File: src/logic/trsv_consts.svh
`ifndef TRSV_CONSTS_SVH
`define TRSV_CONSTS_SVH

// ****************************************
// Sizes
// ****************************************
`define TRSV_NCH        2
`define TRSV_NDI        16
`define TRSV_SYNC_W     22
`define TRSV_IRQ_W      4
`define TRSV_CTRL_W     15
`define TRSV_DLY_W      10
`define TRSV_PRESC_W    20
`define TRSV_ADDR_W     12

// ****************************************
// Timing
// ****************************************
`define TRSV_CLK_MHZ    100
`define TRSV_TICK_US    10000
`define TRSV_DELAY_MIN  10'h00A
`define TRSV_DELAY_MAX  10'h3E8
`define TRSV_DELAY_DEF  10'h014

// ****************************************
// Register offsets
// ****************************************
`define TRSV_OFF_CTRL0  12'h000
`define TRSV_OFF_DELAY0 12'h004
`define TRSV_CH_STRIDE  12'h008
`define TRSV_OFF_STATUS 12'h010
`define TRSV_OFF_IRQST  12'h014
`define TRSV_OFF_IRQMSK 12'h018

// ****************************************
// Control fields and reset values
// ****************************************
`define TRSV_F_EN       0
`define TRSV_F_MODE     1
`define TRSV_F_PERMIT   2
`define TRSV_F_POS_HI   4
`define TRSV_F_POS_LO   3
`define TRSV_F_IN1_HI   9
`define TRSV_F_IN1_LO   5
`define TRSV_F_IN2_HI   14
`define TRSV_F_IN2_LO   10
`define TRSV_CTRL_RST   15'h0000
`define TRSV_POS_NONE   2'h0
`define TRSV_POS_SG1    2'h1
`define TRSV_POS_SG2    2'h2
`define TRSV_SEL_NONE   5'h00
`define TRSV_SEL_ONE    5'h01

// ****************************************
// Synchroniser bit positions
// ****************************************
`define TRSV_S_DI_LO    0
`define TRSV_S_SG1      16
`define TRSV_S_SG2      17
`define TRSV_S_EB1_LO   18
`define TRSV_S_EB2_LO   20

`endif

File: src/logic/trsv_pkg.sv
`include "trsv_consts.svh"

package trsv_pkg;

  typedef enum logic [1:0] {
    TRSV_IDLE,
    TRSV_WATCH,
    TRSV_TIMING,
    TRSV_ALARM
  } trsv_state_t;

  typedef struct packed {
    trsv_state_t                 st;
    logic [`TRSV_PRESC_W-1:0]    presc;
    logic [`TRSV_DLY_W-1:0]      ticks;
    logic                        alarm;
    logic                        active;
    logic                        ext_blocked;
    logic                        not_possible;
  } trsv_chan_st_t;

  typedef struct packed {
    logic [`TRSV_NCH-1:0][`TRSV_CTRL_W-1:0] ctrl;
    logic [`TRSV_NCH-1:0][`TRSV_DLY_W-1:0]  delay;
    logic [`TRSV_IRQ_W-1:0]                 irq_stat;
    logic [`TRSV_IRQ_W-1:0]                 irq_mask;
    logic [`TRSV_NCH-1:0]                   alarm_prev;
    logic [`TRSV_NCH-1:0]                   np_prev;
    logic [`TRSV_SYNC_W-1:0]                sync1;
    logic [`TRSV_SYNC_W-1:0]                sync2;
    logic [31:0]                            prdata;
    logic                                   pslverr;
  } trsv_top_st_t;

endpackage

File: src/logic/trsv_chan_if.sv
`timescale 1ns/1ps
`include "trsv_consts.svh"

interface trsv_chan_if;
  logic                   enable;
  logic                   mode_either;
  logic                   block_permit;
  logic [1:0]             breaker_position_source;
  logic [`TRSV_DLY_W-1:0] supervision_delay;
  logic                   supervise_one;
  logic                   supervise_two;
  logic                   switchgear_one_position;
  logic                   switchgear_two_position;
  logic                   external_block_one;
  logic                   external_block_two;
  logic                   active;
  logic                   ext_blocked;
  logic                   alarm;
  logic                   not_possible;

  modport cfg (
    output enable, mode_either, block_permit, breaker_position_source,
    output supervision_delay, supervise_one, supervise_two,
    output switchgear_one_position, switchgear_two_position,
    output external_block_one, external_block_two,
    input  active, ext_blocked, alarm, not_possible
  );

  modport sup (
    input  enable, mode_either, block_permit, breaker_position_source,
    input  supervision_delay, supervise_one, supervise_two,
    input  switchgear_one_position, switchgear_two_position,
    input  external_block_one, external_block_two,
    output active, ext_blocked, alarm, not_possible
  );
endinterface

File: src/logic/trsv_channel.sv
`timescale 1ns/1ps
`include "trsv_consts.svh"

module trsv_channel #(
  parameter int TICK_CYCLES = `TRSV_TICK_US * `TRSV_CLK_MHZ
) (
  input wire logic  pclk,    // System clock
  input wire logic  presetn, // Async reset, active low
  trsv_chan_if.sup  ch       // Settings in, status out
);

  trsv_pkg::trsv_chan_st_t r;
  trsv_pkg::trsv_chan_st_t next_r;

  logic np;
  logic blocked;
  logic closed;
  logic fault;
  logic run;
  logic wrap;

  // ****************************************
  // Supervision logic
  // ****************************************
  always_comb
  begin
    next_r = r;
    np = (ch.breaker_position_source != `TRSV_POS_SG1) &&
         (ch.breaker_position_source != `TRSV_POS_SG2);
    blocked = ch.enable & ch.block_permit &
              (ch.external_block_one | ch.external_block_two);
    closed = (ch.breaker_position_source == `TRSV_POS_SG1) ?
             ch.switchgear_one_position :
             ch.switchgear_two_position;
    // Open breaker is only looked at with the second contact in use
    fault = closed ? ~ch.supervise_one :
            (ch.mode_either & ~ch.supervise_two);
    run = ch.enable & ~np & ~blocked;
    wrap = (r.presc == `TRSV_PRESC_W'(TICK_CYCLES - 1));
    case (r.st)
      trsv_pkg::TRSV_IDLE:
      begin
        if (run)
          next_r.st = trsv_pkg::TRSV_WATCH;
      end
      trsv_pkg::TRSV_WATCH:
      begin
        next_r.presc = '0;
        next_r.ticks = '0;
        if (!run)
          next_r.st = trsv_pkg::TRSV_IDLE;
        else if (fault)
          next_r.st = trsv_pkg::TRSV_TIMING;
      end
      trsv_pkg::TRSV_TIMING:
      begin
        if (!run)
          next_r.st = trsv_pkg::TRSV_IDLE;
        else if (!fault)
          next_r.st = trsv_pkg::TRSV_WATCH;
        else if (wrap)
        begin
          next_r.presc = '0;
          next_r.ticks = r.ticks + `TRSV_DLY_W'(1);
          if (r.ticks + `TRSV_DLY_W'(1) >= ch.supervision_delay)
            next_r.st = trsv_pkg::TRSV_ALARM;
        end
        else
          next_r.presc = r.presc + `TRSV_PRESC_W'(1);
      end
      trsv_pkg::TRSV_ALARM:
      begin
        if (!run)
          next_r.st = trsv_pkg::TRSV_IDLE;
        else if (!fault)
          next_r.st = trsv_pkg::TRSV_WATCH;
      end
      default:
        next_r.st = trsv_pkg::TRSV_IDLE;
    endcase
    next_r.alarm = (next_r.st == trsv_pkg::TRSV_ALARM);
    next_r.active = ch.enable & ~np;
    next_r.ext_blocked = blocked;
    next_r.not_possible = ch.enable & np;
  end

  always_ff @(posedge pclk or negedge presetn)
  begin
    if (!presetn)
    begin
      r.st <= trsv_pkg::TRSV_IDLE;
      r.presc <= '0;
      r.ticks <= '0;
      r.alarm <= 1'b0;
      r.active <= 1'b0;
      r.ext_blocked <= 1'b0;
      r.not_possible <= 1'b0;
    end
    else
      r <= next_r;
  end

  assign ch.alarm = r.alarm;
  assign ch.active = r.active;
  assign ch.ext_blocked = r.ext_blocked;
  assign ch.not_possible = r.not_possible;

endmodule

File: src/logic/trsv_top.sv
// Chosen here: register access over APB and the placing of the registers.
`timescale 1ns/1ps
`include "trsv_consts.svh"

module trsv_top #(
  parameter int TICK_CYCLES = `TRSV_TICK_US * `TRSV_CLK_MHZ
) (
  input  wire logic                      pclk,                    // Clock
  input  wire logic                      presetn,                 // Reset
  input  wire logic                      psel,                    // APB
  input  wire logic                      penable,                 // APB
  input  wire logic                      pwrite,                  // APB
  input  wire logic [`TRSV_ADDR_W-1:0]   paddr,                   // APB
  input  wire logic [31:0]               pwdata,                  // APB
  output logic      [31:0]               prdata,                  // APB
  output logic                           pready,                  // APB
  output logic                           pslverr,                 // APB
  input  wire logic [`TRSV_NDI-1:0]      digital_in,              // Pins
  input  wire logic                      switchgear_one_position, // Closed
  input  wire logic                      switchgear_two_position, // Closed
  input  wire logic [`TRSV_NCH-1:0]      external_block_one,      // Per ch
  input  wire logic [`TRSV_NCH-1:0]      external_block_two,      // Per ch
  output logic      [`TRSV_NCH-1:0]      alarm,                   // Alarm
  output logic      [`TRSV_NCH-1:0]      active,                  // Running
  output logic      [`TRSV_NCH-1:0]      ext_blocked,             // Blocked
  output logic      [`TRSV_NCH-1:0]      not_possible,            // No pos
  output logic                           irq                      // Level
);

  trsv_pkg::trsv_top_st_t r;
  trsv_pkg::trsv_top_st_t next_r;

  logic [`TRSV_SYNC_W-1:0] raw_in;
  logic [`TRSV_NCH-1:0]    ch_alarm;
  logic [`TRSV_NCH-1:0]    ch_active;
  logic [`TRSV_NCH-1:0]    ch_blocked;
  logic [`TRSV_NCH-1:0]    ch_np;
  logic [`TRSV_NDI-1:0]    di_s;
  logic                    setup;
  logic                    access;
  logic [`TRSV_IRQ_W-1:0]  events;
  logic [`TRSV_IRQ_W-1:0]  w1c;
  logic [31:0]             rd;
  logic                    hit;

  assign raw_in = {external_block_two, external_block_one,
                   switchgear_two_position, switchgear_one_position,
                   digital_in};
  assign di_s = r.sync2[`TRSV_S_DI_LO +: `TRSV_NDI];

  // Unassigned input reads low, which counts as a broken circuit
  function automatic logic pick_di(
    input logic [`TRSV_NDI-1:0] di,
    input logic [4:0]           sel
  );
    logic [3:0] idx;
    idx = 4'(sel - `TRSV_SEL_ONE);
    pick_di = (sel == `TRSV_SEL_NONE) ? 1'b0 : di[idx];
  endfunction

  // Out-of-range delays are clamped so a channel never times out in under 10 ticks
  function automatic logic [`TRSV_DLY_W-1:0] clamp_delay(
    input logic [31:0] v
  );
    if (v < 32'(`TRSV_DELAY_MIN))
      clamp_delay = `TRSV_DELAY_MIN;
    else if (v > 32'(`TRSV_DELAY_MAX))
      clamp_delay = `TRSV_DELAY_MAX;
    else
      clamp_delay = v[`TRSV_DLY_W-1:0];
  endfunction

  // ****************************************
  // Supervision channels
  // ****************************************
  genvar g;
  generate
    for (g = 0; g < `TRSV_NCH; g++)
    begin : g_ch
      trsv_chan_if ch_if ();

      assign ch_if.enable = r.ctrl[g][`TRSV_F_EN];
      assign ch_if.mode_either = r.ctrl[g][`TRSV_F_MODE];
      assign ch_if.block_permit = r.ctrl[g][`TRSV_F_PERMIT];
      assign ch_if.breaker_position_source =
        r.ctrl[g][`TRSV_F_POS_HI:`TRSV_F_POS_LO];
      assign ch_if.supervision_delay = r.delay[g];
      assign ch_if.supervise_one =
        pick_di(di_s, r.ctrl[g][`TRSV_F_IN1_HI:`TRSV_F_IN1_LO]);
      assign ch_if.supervise_two =
        pick_di(di_s, r.ctrl[g][`TRSV_F_IN2_HI:`TRSV_F_IN2_LO]);
      assign ch_if.switchgear_one_position = r.sync2[`TRSV_S_SG1];
      assign ch_if.switchgear_two_position = r.sync2[`TRSV_S_SG2];
      assign ch_if.external_block_one = r.sync2[`TRSV_S_EB1_LO + g];
      assign ch_if.external_block_two = r.sync2[`TRSV_S_EB2_LO + g];
      assign ch_alarm[g] = ch_if.alarm;
      assign ch_active[g] = ch_if.active;
      assign ch_blocked[g] = ch_if.ext_blocked;
      assign ch_np[g] = ch_if.not_possible;

      trsv_channel #(
        .TICK_CYCLES (TICK_CYCLES)
      ) u_chan (
        .pclk    (pclk),
        .presetn (presetn),
        .ch      (ch_if.sup)
      );
    end
  endgenerate

  // ****************************************
  // APB slave, interrupts, synchronisers
  // ****************************************
  assign setup = psel & ~penable;
  assign access = psel & penable;
  assign pready = access;

  always_comb
  begin
    next_r = r;
    next_r.sync1 = raw_in;
    next_r.sync2 = r.sync1;
    next_r.alarm_prev = ch_alarm;
    next_r.np_prev = ch_np;
    rd = 32'h0000_0000;
    hit = 1'b0;
    w1c = '0;
    for (int i = 0; i < `TRSV_NCH; i++)
    begin
      if (paddr == `TRSV_ADDR_W'(`TRSV_OFF_CTRL0 + i * `TRSV_CH_STRIDE))
      begin
        hit = 1'b1;
        rd = 32'(r.ctrl[i]);
        if (access && pwrite)
          next_r.ctrl[i] = pwdata[`TRSV_CTRL_W-1:0];
      end
      if (paddr == `TRSV_ADDR_W'(`TRSV_OFF_DELAY0 + i * `TRSV_CH_STRIDE))
      begin
        hit = 1'b1;
        rd = 32'(r.delay[i]);
        if (access && pwrite)
          next_r.delay[i] = clamp_delay(pwdata);
      end
    end
    if (paddr == `TRSV_OFF_STATUS)
    begin
      hit = 1'b1;
      rd = 32'({ch_np, ch_blocked, ch_active, ch_alarm});
    end
    if (paddr == `TRSV_OFF_IRQST)
    begin
      hit = 1'b1;
      rd = 32'(r.irq_stat);
      if (access && pwrite)
        w1c = pwdata[`TRSV_IRQ_W-1:0];
    end
    if (paddr == `TRSV_OFF_IRQMSK)
    begin
      hit = 1'b1;
      rd = 32'(r.irq_mask);
      if (access && pwrite)
        next_r.irq_mask = pwdata[`TRSV_IRQ_W-1:0];
    end
    // Read data is caught in setup so it leaves a flip-flop in access
    if (setup)
    begin
      next_r.prdata = rd;
      next_r.pslverr = ~hit;
    end
    // A new event beats a clear in the same cycle
    events = {ch_np & ~r.np_prev, ch_alarm & ~r.alarm_prev};
    next_r.irq_stat = (r.irq_stat & ~w1c) | events;
  end

  always_ff @(posedge pclk or negedge presetn)
  begin
    if (!presetn)
    begin
      for (int i = 0; i < `TRSV_NCH; i++)
      begin
        r.ctrl[i] <= `TRSV_CTRL_RST;
        r.delay[i] <= `TRSV_DELAY_DEF;
      end
      r.irq_stat <= '0;
      r.irq_mask <= '0;
      r.alarm_prev <= '0;
      r.np_prev <= '0;
      r.sync1 <= '0;
      r.sync2 <= '0;
      r.prdata <= 32'h0000_0000;
      r.pslverr <= 1'b0;
    end
    else
      r <= next_r;
  end

  assign prdata = r.prdata;
  assign pslverr = r.pslverr & access;
  assign alarm = ch_alarm;
  assign active = ch_active;
  assign ext_blocked = ch_blocked;
  assign not_possible = ch_np;
  assign irq = |(r.irq_stat & r.irq_mask);

endmodule

File: config.mk
export PLATFORM = sky130hd
export DESIGN_NAME = trsv_top
export DESIGN_NICKNAME = d
export VERILOG_FILES = /design/src/logic/trsv_pkg.sv /design/src/logic/trsv_chan_if.sv /design/src/logic/trsv_channel.sv /design/src/logic/trsv_top.sv
export VERILOG_INCLUDE_DIRS = /design/src /design/src/logic
export SDC_FILE = /design/constraint.sdc
export NUM_CORES = 1
export LEC_CHECK = 0
export BUFFER_PORTS_ARGS = -buffer_cell sky130_fd_sc_hd__buf_2
export CAP_MARGIN = 10
export CORE_UTILIZATION = 54
export DETAILED_ROUTE_END_ITERATION = 16
export GPL_ROUTABILITY_DRIVEN = 0
export PLACE_DENSITY_LB_ADDON = 0.08
export SLEW_MARGIN = 20
export SYNTH_ARGS = -nofsm -noshare
export SYNTH_HDL_FRONTEND = slang
export SYNTH_SLANG_ARGS = --single-unit
File: constraint.sdc
create_clock -name pclk -period 2.6 [get_ports pclk]
set_input_delay 0.52 -clock pclk [delete_from_list [all_inputs] [get_ports pclk]]
set_output_delay 0.52 -clock pclk [all_outputs]
set_load 0.01 [all_outputs]
==> results.py <==
metrics = {
    "grt": {
        "grt_pass1_vias": 8286,
        "grt_pass1_wl_um": 42900,
        "gr-total-overflow": 0,
        "grt_usage": 0.276,
        "grt_max_degree": 80,
        "antenna_found_initial": 0,
    },
    "synthesis": {
        "async_flop_share": 1.00,
        "yosys_register_bits": 194,
        "ys_warn_count": 0,
        "synth.avg_cell_area_sq_um": 10.0,
        "synth_area_sq_um": 10500,
        "ys.flop_type": "dfrtp_1",
        "syn_inst": 1046,
        "synth-edff-count": 0,
        "synth.distinct_cells": 72,
        "ys_seq_area_frac": 0.462,
    },
    "cts": {
        "tritoncts": "yes",
        "clkSinkCount": 194,
        "cts_made_buffers": 17,
        "root_buffer": "clkbuf_16",
        "htree_num_levels": 4,
        "cts_buffer_depth": 2,
        "clk_latency_ns": 0.45,
        "clkTransAtPathRegs_ns": 0.08,
    },
    "setup_path": {
        "cp_slowest_cell": "dfrtp_2",
        "worstSetupEndpointType": "flip-flop",
        "path_common_cell": "or3_1",
        "reg2reg_from": "r[129]",
        "path_cells": "buf_4 > or3_1 > or3_1 > a21oi_2 > nor3_4 > buf_12 > o211ai_4 > mux2_1 > o31ai_1",
        "r2r_setup_slack_ns": 0.05,
        "worstReg2RegEnd": "g_ch[1].u_chan.r[7]",
        "worst-r2r-cell-count": 9,
        "critPathLaunchType": "flip-flop",
        "criticalPathCategory": "reg -> reg",
        "required_ns": 2.94,
        "arrival_ns": 2.90,
        "critical_path.max_fanout": 8,
        "max_stage_delay_ns": 0.45,
    },
    "finish": {
        "design_area_sq_um": 12800,
        "n_antenna_cell": 0,
        "drive_gt1_frac": 0.289,
        "area_delta_synth_final_pct": 21.8,
        "fillers": 1508,
        "nNetsFinal": 1319,
    },
    "detailed_routing": {
        "drtIter0Drc": 629,
        "firstDrtPassIters": 5,
        "num_vias": 8602,
        "drcViolationCount": 0,
        "wl_per_cell_um": 17.9,
        "routed_wl_um": 26500,
        "ant_nets": 0,
        "via_per_inst": 5.82,
    },
    "power": {
        "p_per_area_nw_per_um2": 511,
        "power_leakage_nw": 6.04,
        "irDropWorstVdd_mv": 0.446,
    },
    "placement": {
        "hpwlAfterDp_um": 19200,
        "dpl_cell_area_sq_um": 11700,
        "port_buffers": 96,
    },
    "floorplanning": {
        "die_w_um": 142,
        "ioPinCount": 114,
        "rows": 50,
        "start_util": 0.556,
        "dieArea_sq_um": 20000,
        "core_sq_um": 18900,
        "die_h_um": 142,
    },
    "sta": {
        "min_period_ns": 2.55,
        "fin_crit_sh": 0.982,
        "setup_viol": 0,
        "fin_tns_setup_ns": 0,
        "tightest_slew_ns": 0.744,
        "skew_ns": 0.0156,
        "timing.slew.headroom": 0.504,
        "finalHoldViolations": 0,
        "fmax_mhz": 392,
        "rsz0062_at_grt": "yes",
        "slew_violations": 0,
    },
    "job": {
        "maxCapViolCount": 0,
    },
    "min_path": {
        "hold_depth": 1,
        "min-delay-start": "digital_in[5]",
        "min_to": "next_r[38]",
        "hp-class": "in -> reg",
    },
    "run_status": {
        "status": "finished clean",
    },
}
metal layers:
| metal | vias up | track usage | wire length [um] |
|---|---|---|---|
| li1 | 4078 | - | - |
| met1 | 4150 | 0.385 | 11800 |
| met2 | 323 | 0.436 | 12400 |
| met3 | 51 | 0.0567 | 1770 |
| met4 | 0 | 0.0787 | 497 |
| met5 | - | 0 | 0 |
sequential cells by signal (all words and copies together), names as in the netlist, 4 cells and up:
| name | cells |
|---|---|
| next_r | 22 |
| prdata | 15 |
| g_ch.u_chan.r | 64 |
| g_ch.ch_if.breaker_position_source | 4 |
| di_s | 16 |
| r | 33 |
| g_ch.ch_if.supervision_delay | 20 |
placed cells by master, fill, tap and decap left out, types with 16 or more instances in the layout:
cell type / Yosys / routed
a21o_1: 16 / 16
a21oi_1: 43 / 39
buf_2: 11 / 95
buf_4: 40 / 93
clkbuf_16: 0 / 17
conb_1: 1 / 17
dfrtp_1: 190 / 187
ha_1: 42 / 36
inv_1: 47 / 41
mux2_2: 30 / 28
mux4_2: 17 / 17
nand2_1: 118 / 117
nand2b_1: 16 / 16
nand3_1: 47 / 43
nor2_1: 57 / 55
nor3_1: 23 / 21
o21ai_0: 53 / 53
Yosys cell counts (all sizes together) (4+ instances only):
library cell	number	area, sq um
a211o	7	61.3
a21boi	5	37.5
a21o	16	120
a21oi	43	215
a222oi	7	70.1
a22o	6	52.6
a22oi	12	90.1
a31oi	11	75.1
a41oi	7	61.3
and2	15	93.8
and3	18	113
buf	51	355
clkbuf	28	105
dfrtp	190	4750
dfstp	4	105
ha	42	526
inv	47	176
mux2	33	372
mux2i	9	90.1
mux4	17	383
nand2	118	443
nand2b	16	100
nand3	47	235
nand4	8	50.1
nor2	57	214
nor2b	11	68.8
nor3	25	148
nor3b	4	30.0
nor4	8	50.1
o211a	10	100
o211ai	10	80.1
o21ai	65	329
o22a	4	35.0
o22ai	4	25.0
o31ai	15	113
o32a	4	40.0
or3	7	43.8
or4	7	52.6
xnor2	8	70.1
xor2	11	96.3
through the flow:
step | instances | util | hold WS [ns] | power (W) | worst slack [ns]
after global routing | 1479 | 0.678 | 0.151 | 0.00679 | -0.0281
after detailed placement | 1436 | 0.621 | 0.333 | 0.00381 | -0.126
after CTS | 1472 | 0.662 | 0.158 | 0.00656 | 0.00680
after floorplan | 1062 | - | 0.224 | 0.00352 | 0.00484
after global placement | 1436 | 0.621 | 0.333 | 0.00380 | -0.0595
final | 1479 | 0.678 | 0.172 | 0.00655 | 0.0477
layout make-up:
type	count	area, sq um	area share
flip-flops and latches	194	4860	0.380
inverters	47	179	0.0140
clock buffers	17	425	0.0332
well taps	260	325	0.0254
repair buffers	204	1410	0.110
clock inverters	15	211	0.0165
multi-input cells	742	5390	0.421
how the worst max path moves through the flow:
stage,startpoint,end,slack [ns],cells past startpoint
after floorplan,r[129],g_ch[1].u_chan.r[17],0.005,11
after global placement,r[129],g_ch[1].u_chan.r[17],-0.06,9
after detailed placement,r[129],g_ch[1].u_chan.r[28],-0.13,9
after CTS,r[120],g_ch[0].u_chan.r[10],0.007,10
after global routing,r[129],g_ch[1].u_chan.r[34],-0.03,10
final,r[129],g_ch[1].u_chan.r[7],0.05,9
what timing repair did:
action / 4_1_cts / 5_1_grt
hold endpoints to repair: 2 / 0
gates resized for setup: 16 / 54
hold buffers: 1 / 0
endpoints found under the setup margin: 49 / 50
pin swaps: 3 / 21
setup buffers: 3 / 7
where the power goes:
group / leakage [nW] / internal [W] / switching, W / total, W
Clock: 0.308 / 0.00135 / 0.00139 / 0.00274
Combinational: 3.20 / 0.000263 / 0.000440 / 0.000702
Sequential: 2.53 / 0.00306 / 0.0000438 / 0.00311
Total: 6.04 / 0.00468 / 0.00187 / 0.00655
cell families after synthesis:
kind of cell | Yosys count | share of synthesized area
simple gates | 352 | 0.165
compound gates | 253 | 0.166
flops | 194 | 0.462
buf+inv | 126 | 0.0606
mux | 59 | 0.0804
fa+ha+maj | 42 | 0.0500
xor+xnor | 19 | 0.0158
other cells | 1 | 0.000357
critical path, delay by kind of cell (launching register included):
kind                   cells  cell delay [ns]
buffers and inverters      2             0.29
DFF                        1             0.45
and+or+nand+nor            3             0.77
muxes                      1             0.36
AOI/OAI and AO/OA          3             0.59
(Power assumes the default switching activity.)
